<file path="src/rtl/maic_consts.svh">
// Constants for the multi-axis interpolation controller.
// Assumes inclusion by bare name from rtl files; definitions only.
`ifndef MAIC_CONSTS_SVH
`define MAIC_CONSTS_SVH
`define MAIC_MODE_LIN1_CONT  8'h60
`define MAIC_MODE_LIN1_INC   8'h61
`define MAIC_MODE_LIN2_CONT  8'h62
`define MAIC_MODE_LIN2_INC   8'h63
`define MAIC_MODE_CIRC_CW    8'h64
`define MAIC_MODE_CIRC_CCW   8'h65
`define MAIC_RATE_DIV_RESET  16'h0001
`define MAIC_STS_BUSY_BIT    0
`define MAIC_STS_DONE_BIT    1
`define MAIC_STS_ABORT_BIT   2
`define MAIC_STS_DECEL_BIT   3
`define MAIC_STS_CIRC_BIT    4
`endif

</file>
<file path="src/rtl/maic_pkg.sv">
// Types shared by the interpolation controller files.
// Assumes nothing beyond a SystemVerilog compiler.
package maic_pkg;
    typedef enum logic [1:0] {
        MAIC_IDLE,
        MAIC_CHECK,
        MAIC_RUN,
        MAIC_DONE
    } maic_state_t;
endpackage

</file>
<file path="src/rtl/maic_follow.sv">
// One following-axis pulse distributor (accumulator per axis).
// Assumes main-axis pulses arrive as one-cycle strobes on the same clock.
`timescale 1ns/1ps
module maic_follow
    import maic_pkg::*;
#(
    parameter int W = 28
) (
    input  wire logic         core_clk,   // System clock
    input  wire logic         nrst,       // Sync reset, active low
    input  wire logic         load,       // Preset accumulator to half main amount at start
    input  wire logic         main_step,  // Main axis pulse strobe
    input  wire logic [W-1:0] own_abs,    // This axis absolute amount
    input  wire logic [W-1:0] main_abs,   // Main axis absolute amount
    output logic              step        // Pulse for this axis
);
    logic [W:0] acc;
    logic [W:0] next_acc;
    logic       next_step;

    // Add own amount per main pulse, emit once it reaches main amount
    always_comb begin
        next_acc  = acc;
        next_step = 1'b0;
        if (load) begin
            next_acc = {1'b0, main_abs >> 1};  // Half offset keeps error within half a unit
        end else if (main_step) begin
            next_acc = acc + {1'b0, own_abs};
            if (next_acc >= {1'b0, main_abs}) begin
                next_acc  = next_acc - {1'b0, main_abs};
                next_step = 1'b1;
            end
        end
    end

    always_ff @(posedge core_clk) begin
        if (!nrst) begin
            acc  <= '0;
            step <= 1'b0;
        end else begin
            acc  <= next_acc;
            step <= next_step;
        end
    end
endmodule

</file>
<file path="src/rtl/maic_core.sv">
// Multi-axis linear interpolation and circular setup controller.
// Assumes per-axis settings are held stable by software while busy, and that
// the start and stop lines of cascaded chips share this clock source.
`timescale 1ns/1ps
`include "maic_consts.svh"

// Notes on behaviour
// - Pulse direction follows move amount sign
// - Single-axis incremental linear sets abort, no pulses
// - Largest absolute move amount is main axis
// - Following pulses distributed from main pulses
// - Stop at main remaining zero, then complete
// - All-zero move amounts complete immediately, except in multi-chip continuous
// - Decelerate below slowdown point in stated modes
// - Single-chip speed from control axis only
// - Multi-chip mode runs constant rate only
// - Command with axis selects acts on all
// - One shared interpolation status for all
// - Chips start and stop on shared lines
// - Multi-chip continuous runs until stop command
// - Zero reference in multi-chip incremental aborts
// - Remote main axis in multi-chip incremental: each axis stops alone
// - Circular pair control axis is earliest
// - Circular mode only sets up the pair, with no pulses or deceleration
// - Trajectory stays within half a unit
// - Start abort reported as error cause
module maic_core
    import maic_pkg::*;
#(
    parameter int N = 4,   // Number of axes
    parameter int W = 28   // Move amount width
) (
    input  wire logic                 core_clk,          // System clock
    input  wire logic                 nrst,              // Sync reset, active low
    input  wire logic [7:0]           operation_mode_field [N], // Mode per axis
    input  wire logic [W-1:0]         target_move_amount [N],   // Signed amount per axis
    input  wire logic [W-1:0]         interpolation_reference_amount [N], // Reference
    input  wire logic [W-1:0]         slowdown_point_value,     // Slowdown point
    input  wire logic [N-1:0]         slowdown_point_manual_select, // Per axis
    input  wire logic [N-1:0]         high_speed_correction_manual_select, // Per axis
    input  wire logic [15:0]          high_speed_value [N],     // Rate divider per axis
    input  wire logic                 remote_main,       // Main axis on another chip
    input  wire logic                 command_write_area, // Command strobe
    input  wire logic                 command_is_stop,   // 1 stop, 0 start
    input  wire logic [N-1:0]         axis_select_bits,  // Axes named by command
    input  wire logic                 simultaneous_start_line, // Pin, active high
    input  wire logic                 simultaneous_stop_line,  // Pin, active high
    output logic [N-1:0]              pulse_out,         // Command pulse strobes
    output logic [N-1:0]              dir_neg,           // 1 = negative direction
    output logic [N-1:0]              busy,              // Axis busy
    output logic [N-1:0]              decel,             // Deceleration request
    output logic                      start_abort_error_flag, // Sticky error cause
    output logic                      circ_setup_ok,     // Circular pair accepted
    output logic [N-1:0]              circ_ctrl_axis,    // Circular control axis
    output logic [7:0]                shared_interpolation_status, // Shared status
    output logic [1:0]                ctrl_axis          // Speed source axis
);
    maic_state_t    state, next_state;
    logic [N-1:0]   sel, next_sel;
    logic [7:0]     mode, next_mode;
    logic [1:0]     main_ax, next_main_ax;
    logic [1:0]     cax, next_cax;
    logic [W-1:0]   mag [N];
    logic [W-1:0]   rem [N], next_rem [N];
    logic [W-1:0]   main_abs;
    logic [15:0]    rate_cnt, next_rate_cnt;
    logic           main_tick, next_main_tick;
    logic [N-1:0]   fstep;
    logic [N-1:0]   next_pulse, next_dir, next_busy, next_decel;
    logic           next_abort;
    logic           next_cok;
    logic [N-1:0]   next_cax1h;
    logic [7:0]     next_sts;
    logic [2:0]     sta_sync, stp_sync;
    logic           cstart, cstop;
    logic           cmd_start, cmd_stop;
    logic           do_start, do_stop;

    // Start and stop pins pass three flops; a level counts once flops two and three agree
    always_ff @(posedge core_clk) begin
        if (!nrst) begin
            sta_sync <= 3'h0;
            stp_sync <= 3'h0;
        end else begin
            sta_sync <= {sta_sync[1:0], simultaneous_start_line};
            stp_sync <= {stp_sync[1:0], simultaneous_stop_line};
        end
    end
    assign cstart = sta_sync[1] & sta_sync[2];
    assign cstop  = stp_sync[1] & stp_sync[2];

    // One command names every axis; pins act like a command on the held selection
    assign cmd_start = command_write_area & ~command_is_stop & (|axis_select_bits);
    assign cmd_stop  = command_write_area & command_is_stop;
    assign do_start  = cmd_start | cstart;
    assign do_stop   = cmd_stop | cstop;

    // Absolute move amounts of every axis
    genvar g;
    generate
        for (g = 0; g < N; g++) begin : g_ax
            assign mag[g] = target_move_amount[g][W-1] ? (~target_move_amount[g] + 1'b1)
                                                       : target_move_amount[g];
            maic_follow #(.W(W)) u_follow (
                .core_clk  (core_clk),
                .nrst      (nrst),
                .load      (state == MAIC_CHECK),
                .main_step (next_main_tick),  // Early tick: step lands with main pulse
                .own_abs   (mag[g]),
                .main_abs  (main_abs),
                .step      (fstep[g])
            );
        end
    endgenerate
    assign main_abs = mag[next_main_ax];  // New main already known while loading

    // Sequencer: check, run, complete; all axes share one state
    always_comb begin
        int   cnt;
        logic allzero;
        logic ripzero;
        logic [W-1:0] best;
        cnt           = 0;
        allzero       = 1'b1;
        ripzero       = 1'b0;
        best          = '0;
        next_state    = state;
        next_sel      = sel;
        next_mode     = mode;
        next_main_ax  = main_ax;
        next_cax      = cax;
        next_abort    = start_abort_error_flag;
        next_cok      = circ_setup_ok;
        next_cax1h    = circ_ctrl_axis;
        next_rate_cnt = rate_cnt;
        next_main_tick = 1'b0;
        next_pulse    = '0;
        next_dir      = dir_neg;
        next_busy     = busy;
        next_decel    = decel;
        for (int i = 0; i < N; i++) begin
            next_rem[i] = rem[i];
        end
        case (state)
            MAIC_IDLE: begin
                if (do_start) begin
                    next_sel   = cmd_start ? axis_select_bits : sel;
                    next_mode  = operation_mode_field[0];
                    for (int i = N - 1; i >= 0; i--) begin
                        if (next_sel[i]) begin
                            next_mode = operation_mode_field[i];
                        end
                    end
                    next_state = MAIC_CHECK;
                end
            end
            MAIC_CHECK: begin
                next_cax = 2'd0;
                for (int i = N - 1; i >= 0; i--) begin
                    if (sel[i]) begin
                        next_cax = 2'(i);  // Earliest selected axis gives speed
                    end
                end
                for (int i = 0; i < N; i++) begin
                    if (sel[i]) begin
                        cnt = cnt + 1;
                        if (mag[i] != '0) begin
                            allzero = 1'b0;
                        end
                        if (interpolation_reference_amount[i] == '0) begin
                            ripzero = 1'b1;
                        end
                        if (mag[i] > best || cnt == 1) begin
                            best         = mag[i];
                            next_main_ax = 2'(i);
                        end
                        next_dir[i] = target_move_amount[i][W-1];
                        next_rem[i] = mag[i];
                    end
                end
                next_cax1h = '0;
                next_cok   = 1'b0;
                if (mode == `MAIC_MODE_CIRC_CW || mode == `MAIC_MODE_CIRC_CCW) begin
                    // Only X-Y, Y-Z, Z-U and X-U pairs are accepted
                    next_cok = (cnt == 2) && (sel == 4'h3 || sel == 4'h6 ||
                                              sel == 4'hc || sel == 4'h9);
                    next_cax1h = next_cok ? (4'h1 << next_cax) : 4'h0;
                    next_state = MAIC_DONE;  // Arc stepping lives outside this block
                    if (!next_cok) begin
                        next_abort = 1'b1;
                    end
                end else if ((mode == `MAIC_MODE_LIN1_INC || mode == `MAIC_MODE_LIN1_CONT)
                             && cnt < 2) begin
                    next_abort = 1'b1;
                    next_state = MAIC_DONE;
                end else if (mode == `MAIC_MODE_LIN2_INC && ripzero) begin
                    next_abort = 1'b1;
                    next_state = MAIC_DONE;
                end else if (allzero && mode != `MAIC_MODE_LIN2_CONT) begin
                    next_state = MAIC_DONE;
                end else begin
                    next_busy     = sel;
                    next_rate_cnt = `MAIC_RATE_DIV_RESET;
                    next_state    = MAIC_RUN;
                end
            end
            MAIC_RUN: begin
                // Main pulse rate from the control axis divider only
                if (rate_cnt >= high_speed_value[cax]) begin
                    next_rate_cnt  = `MAIC_RATE_DIV_RESET;
                    next_main_tick = 1'b1;
                end else begin
                    next_rate_cnt = rate_cnt + 16'h0001;
                end
                for (int i = 0; i < N; i++) begin
                    if (sel[i] && rem[i] != '0 &&
                        (i == int'(main_ax) ? main_tick : fstep[i])) begin
                        next_pulse[i] = 1'b1;
                        if (mode != `MAIC_MODE_LIN2_CONT) begin
                            next_rem[i] = rem[i] - 1'b1;
                        end
                    end
                    if (remote_main && mode == `MAIC_MODE_LIN2_INC && next_rem[i] == '0) begin
                        next_busy[i] = 1'b0;
                    end
                    // Constant rate only in multi-chip modes
                    next_decel[i] = sel[i] && !mode[1] &&
                        (slowdown_point_manual_select[main_ax] ||
                         high_speed_correction_manual_select[main_ax]) &&
                        rem[main_ax] < slowdown_point_value;
                end
                if (do_stop) begin
                    next_state = MAIC_DONE;
                end else if (mode != `MAIC_MODE_LIN2_CONT && !remote_main &&
                             next_rem[main_ax] == '0) begin
                    next_state = MAIC_DONE;
                end else if (remote_main && next_busy == '0) begin
                    next_state = MAIC_DONE;
                end
            end
            MAIC_DONE: begin
                next_busy  = '0;  // All axes drop together
                next_decel = '0;
                next_state = MAIC_IDLE;
            end
            default: begin
                next_state = MAIC_IDLE;
            end
        endcase
        // Shared status word, readable whatever the axis
        next_sts = 8'h00;
        next_sts[`MAIC_STS_BUSY_BIT]  = |next_busy;
        next_sts[`MAIC_STS_DONE_BIT]  = (state == MAIC_DONE);
        next_sts[`MAIC_STS_ABORT_BIT] = next_abort;
        next_sts[`MAIC_STS_DECEL_BIT] = |next_decel;
        next_sts[`MAIC_STS_CIRC_BIT]  = next_cok;
    end

    // Register every output so that all leave straight from flops
    always_ff @(posedge core_clk) begin
        if (!nrst) begin
            state                       <= MAIC_IDLE;
            sel                         <= '0;
            mode                        <= 8'h00;
            main_ax                     <= 2'd0;
            cax                         <= 2'd0;
            rate_cnt                    <= `MAIC_RATE_DIV_RESET;
            main_tick                   <= 1'b0;
            pulse_out                   <= '0;
            dir_neg                     <= '0;
            busy                        <= '0;
            decel                       <= '0;
            start_abort_error_flag      <= 1'b0;
            circ_setup_ok               <= 1'b0;
            circ_ctrl_axis              <= '0;
            shared_interpolation_status <= 8'h00;
            ctrl_axis                   <= 2'd0;
            for (int i = 0; i < N; i++) begin
                rem[i] <= '0;
            end
        end else begin
            state                       <= next_state;
            sel                         <= next_sel;
            mode                        <= next_mode;
            main_ax                     <= next_main_ax;
            cax                         <= next_cax;
            rate_cnt                    <= next_rate_cnt;
            main_tick                   <= next_main_tick;
            pulse_out                   <= next_pulse;
            dir_neg                     <= next_dir;
            busy                        <= next_busy;
            decel                       <= next_decel;
            start_abort_error_flag      <= next_abort;
            circ_setup_ok               <= next_cok;
            circ_ctrl_axis              <= next_cax1h;
            shared_interpolation_status <= next_sts;
            ctrl_axis                   <= next_cax;
            for (int i = 0; i < N; i++) begin
                rem[i] <= next_rem[i];
            end
        end
    end

    // Checks on the sequencer
    AST_ABORT_NO_PULSE: assert property (@(posedge core_clk) disable iff (!nrst)
        $rose(start_abort_error_flag) |-> pulse_out == '0 && busy == '0)
        else $error("Pulse during start abort");
    AST_BUSY_DROP: assert property (@(posedge core_clk) disable iff (!nrst)
        state == MAIC_DONE |=> busy == '0)
        else $error("Busy stayed after completion");
    AST_PULSE_ONLY_SEL: assert property (@(posedge core_clk) disable iff (!nrst)
        (pulse_out & ~sel) == '0)
        else $error("Pulse on unselected axis");
    AST_NO_DECEL_LIN2: assert property (@(posedge core_clk) disable iff (!nrst)
        (state == MAIC_RUN && mode[1]) |-> ##1 decel == '0)
        else $error("Deceleration in multi-chip mode");
    AST_STOP_ENDS: assert property (@(posedge core_clk) disable iff (!nrst)
        (state == MAIC_RUN && cmd_stop) |=> state == MAIC_DONE ##1 busy == '0)
        else $error("Stop did not end run");
    AST_MAIN_LARGEST: assert property (@(posedge core_clk) disable iff (!nrst)
        state == MAIC_RUN |-> mag[main_ax] >= mag[0] || !sel[0])
        else $error("Main axis not largest");
    AST_ZERO_DONE: assert property (@(posedge core_clk) disable iff (!nrst)
        (state == MAIC_CHECK && mode == `MAIC_MODE_LIN1_INC && (sel & (sel - 1'b1)) != '0
         && (mag[0] | mag[1] | mag[2] | mag[3]) == '0) |=> state == MAIC_DONE)
        else $error("All-zero move did not complete");
    AST_STS_BUSY: assert property (@(posedge core_clk) disable iff (!nrst)
        shared_interpolation_status[`MAIC_STS_BUSY_BIT] == (|busy))
        else $error("Shared status busy mismatch");
    COV_RUN_DONE: cover property (@(posedge core_clk) disable iff (!nrst)
        state == MAIC_RUN ##1 state == MAIC_DONE);
    COV_ABORT: cover property (@(posedge core_clk) disable iff (!nrst)
        $rose(start_abort_error_flag));
    COV_CIRC: cover property (@(posedge core_clk) disable iff (!nrst) $rose(circ_setup_ok));
endmodule

</file>
<file path="config.mk">
export PLATFORM = sky130hd
export DESIGN_NAME = maic_core
export DESIGN_NICKNAME = d
export VERILOG_FILES = /design/src/rtl/maic_pkg.sv /design/src/rtl/maic_follow.sv /design/src/rtl/maic_core.sv
export VERILOG_INCLUDE_DIRS = /design/src /design/src/rtl
export SDC_FILE = /design/constraint.sdc
export NUM_CORES = 2
export LEC_CHECK = 0
export BUFFER_PORTS_ARGS = -buffer_cell sky130_fd_sc_hd__buf_2
export CELL_PAD_IN_SITES_DETAIL_PLACEMENT = 1
export CELL_PAD_IN_SITES_GLOBAL_PLACEMENT = 2
export CORE_ASPECT_RATIO = 1.4
export CORE_MARGIN = 2
export CORE_UTILIZATION = 30
export CTS_CLUSTER_DIAMETER = 80
export DETAILED_ROUTE_END_ITERATION = 10
export PLACE_DENSITY_LB_ADDON = 0.1
export SLEW_MARGIN = 10
export SYNTH_ARGS = -nofsm -noshare
export SYNTH_HDL_FRONTEND = slang
export SYNTH_SLANG_ARGS = --single-unit
</file>
<file path="constraint.sdc">
create_clock -name core_clk -period 24.4 [get_ports core_clk]
set_clock_uncertainty 0.15 [all_clocks]
set_input_delay 2.44 -clock core_clk [delete_from_list [all_inputs] [get_ports core_clk]]
set_output_delay 2.44 -clock core_clk [all_outputs]
set_load 0.01 [all_outputs]
</file>
==> impl_metrics.ini <==
[outcome]
status = complete, no violations

[drt]
drc = 0
antenna_left = 0
first_iter_violations = 2788
routedWlPerCell_um = 28.8
viasPerCell = 5.93
wl_um = 205000
firstDrtPassIters = 5
vias = 42300

[global_route]
grt_overflow = 0
grt_pass1_wl_um = 294000
grt_pass1_vias = 43100
antenna_found_initial = 10
track_usage_pct = 31.6
grt_start_max_net_pins = 89

[setup_path]
cp_common_cell = o21ai_0
setup.worst_path.end = g_ax[2].u_follow.acc[26]$_SDFFE_PN0P_
cp-start-kind = input port
rr_worst_depth = 49
cp.arrival_ps = 18900
crit_start = target_move_amount[87]
worst-path-max-fanout = 54
r2r_start = sel[0]$_SDFFE_PN0P_
required_ps = 24750
max_stage_delay_ps = 800
crit_path_top_delay_cell = nor2b_1
rrSetupSlack_ps = 9130
critPathKind = input port to register
end_kind = register
r2r_end = g_ax[2].u_follow.acc[26]$_SDFFE_PN0P_

[sta]
max_freq_mhz = 53.9
timing.hold.ws_ps = 286
tightestPinTransition_ps = 1230
hold_viol_final = 0
period_share_pct = 76.0
slew_headroom_pct = 17.7
report.final.slew_viol_count = 0
finalSetupTns_ps = 0
post-route-min-period_ps = 18540
setup_viol = 0
rsz0062_at_grt = no

[synth]
synth_ff_type = dfxtp_1
syn_inst = 5113
yosysWarnings = 0
seq_area_frac_synth_pct = 16.1
netlist_area_um2 = 37000
synthArstFlopShare_pct = 0
ys_seq_elements = 298
synth_area_per_cell_um2 = 7.24
ys_types = 108
synth_edf_count = 0

[final_layout]
fillers = 15200
multi_input_area_um2 = 29300
fin_util_pct = 35.1
final_cell_mix = 498 x nor2_1, 455 x nand2_1, 448 x a21oi_1
fin_nets = 6188
layout-drive-gt1-share_pct = 15.1
syn_to_final_growth_pct = 16.0
register_area_um2 = 5970
layout_commonest_cell = nor2_1

[die]
dieArea_um2 = 126000
num_rows = 152
die_w_um = 301
initial_utilization_pct = 30.2
ios = 399
die_h_um = 420
coreArea_um2 = 122000

[clock_network]
cts-root-buf = clkbuf_16
clock_latency_ps = 620
cts_tree = built
hold_buffers = 0
post_cts_buffers = 0
cts.sinks = 298
clk_path_buf_depth = 3
clk_pin_slew_ps = 70
cts_made_buffers = 44
htreeDepth = 2
cts_resized = 0

[pwr]
p_per_area_nw_per_um2 = 191
irDropWorstVdd_uv = 121
power_mw = 8.18
leakage_nw = 17.9

[place]
port_buffers = 395
dp_hpwl_um = 165000
gp_congestion = 0.961

[min_path]
hp-class = register to register

[flow_run]
cap_violations = 0
==> metal layers <==
metal | vias to the layer above | global-route usage, % | share of wire, %
met1 | 21100 | 37.2 | 40
met5 | - | 0 | 0.011
met2 | 1166 | 56.1 | 49
li1 | 19700 | - | -
met4 | 4 | 17.3 | 6.3
met3 | 369 | 2.79 | 4.2
==> logic make-up after synthesis <==
family / Yosys count / synth area share, %
AOI/OAI and AO/OA: 1608 / 28.0
xor gates and xnor gates: 378 / 8.97
adders and majority gates: 365 / 12.4
buffers and inverters: 474 / 5.08
DFF: 298 / 16.1
muxes: 110 / 4.59
other: 1 / 0.0101
and+or+nand+nor: 1879 / 24.8
==> worst min-delay path by stage <==
| stage | slack (ps) | depth (start not counted) | to | from |
|---|---|---|---|---|
| 2_1_floorplan | 260 | 1 | sta_sync[1]$_SDFF_PN0_ | sta_sync[0]$_SDFF_PN0_ |
| 3_3_place_gp | 260 | 1 | stp_sync[1]$_SDFF_PN0_ | stp_sync[0]$_SDFF_PN0_ |
| 3_5_place_dp | 270 | 1 | sta_sync[1]$_SDFF_PN0_ | sta_sync[0]$_SDFF_PN0_ |
| 4_1_cts | 290 | 1 | sta_sync[1]$_SDFF_PN0_ | sta_sync[0]$_SDFF_PN0_ |
| 5_1_grt | 310 | 1 | stp_sync[1]$_SDFF_PN0_ | stp_sync[0]$_SDFF_PN0_ |
| 6_report | 290 | 1 | sta_sync[1]$_SDFF_PN0_ | sta_sync[0]$_SDFF_PN0_ |
==> state kept, by name, indices dropped and copies added (netlist names), 3 cells and up <==
register and cells:
stp_sync 3, rem 112, busy 4, circ_ctrl_axis 4
shared_interpolation_status 4, mode 8, sta_sync 3, g_ax.u_follow.acc 116
pulse_out 4, dir_neg 4, sel 4, rate_cnt 16
decel 4, g_ax.u_follow.step 4
==> worst max-delay path, delay by kind of cell <==
kind                       cells  cell delay, ps
and+or+nand+nor               26            9020
AOI/OAI and AO/OA             20            4030
buffers and inverters          5            1550
adders and majority gates      4            1520
xor gates and xnor gates       1             300
==> Yosys cell counts, drive strengths merged, types with 56 or more instances <==
cell,count,area [um2]
xor2,123,1080
nand4,69,438
xnor2,255,2240
clkbuf,194,728
ha,343,4290
inv,214,803
nand2b,66,413
nor2,505,1900
o211ai,56,425
nand3,140,701
dfxtp,298,5970
a31oi,66,413
a21o,115,863
or3,76,475
nand2,458,1730
nor3,166,831
o21ai,354,1770
and2,60,375
buf,66,348
a21oi,454,2280
nor4,88,563
a211oi,98,763
o22ai,76,475
==> power by group <==
| group | leakage [nW] | internal [mW] | switching (mW) | total (mW) |
|---|---|---|---|---|
| logic | 14.8 | 2.43 | 4.30 | 6.73 |
| registers | 2.42 | 0.610 | 0.144 | 0.753 |
| clock network | 0.719 | 0.404 | 0.298 | 0.702 |
| total | 17.9 | 3.44 | 4.75 | 8.18 |
==> metrics by stage <==
stage                     cells  cell area, um2  setup WS, ps
after floorplan            5115           37000          8990
after global placement     7042           41400          5480
after detailed placement   7042           41400          5300
after CTS                  7124           42900          5860
after global routing       7124           42900          4860
final                      7129           42900          5860
==> final cells by class <==
cell class              count  area share, %
flip-flops and latches    298           13.9
multi-input cells        4343           68.3
repair buffers            570           7.67
well taps                1617           4.71
clock buffers              58           2.90
inverters                 214           1.89
diodes                      5         0.0291
clock inverters            24          0.603
Note: power is estimated with default switching activity, not from simulation.
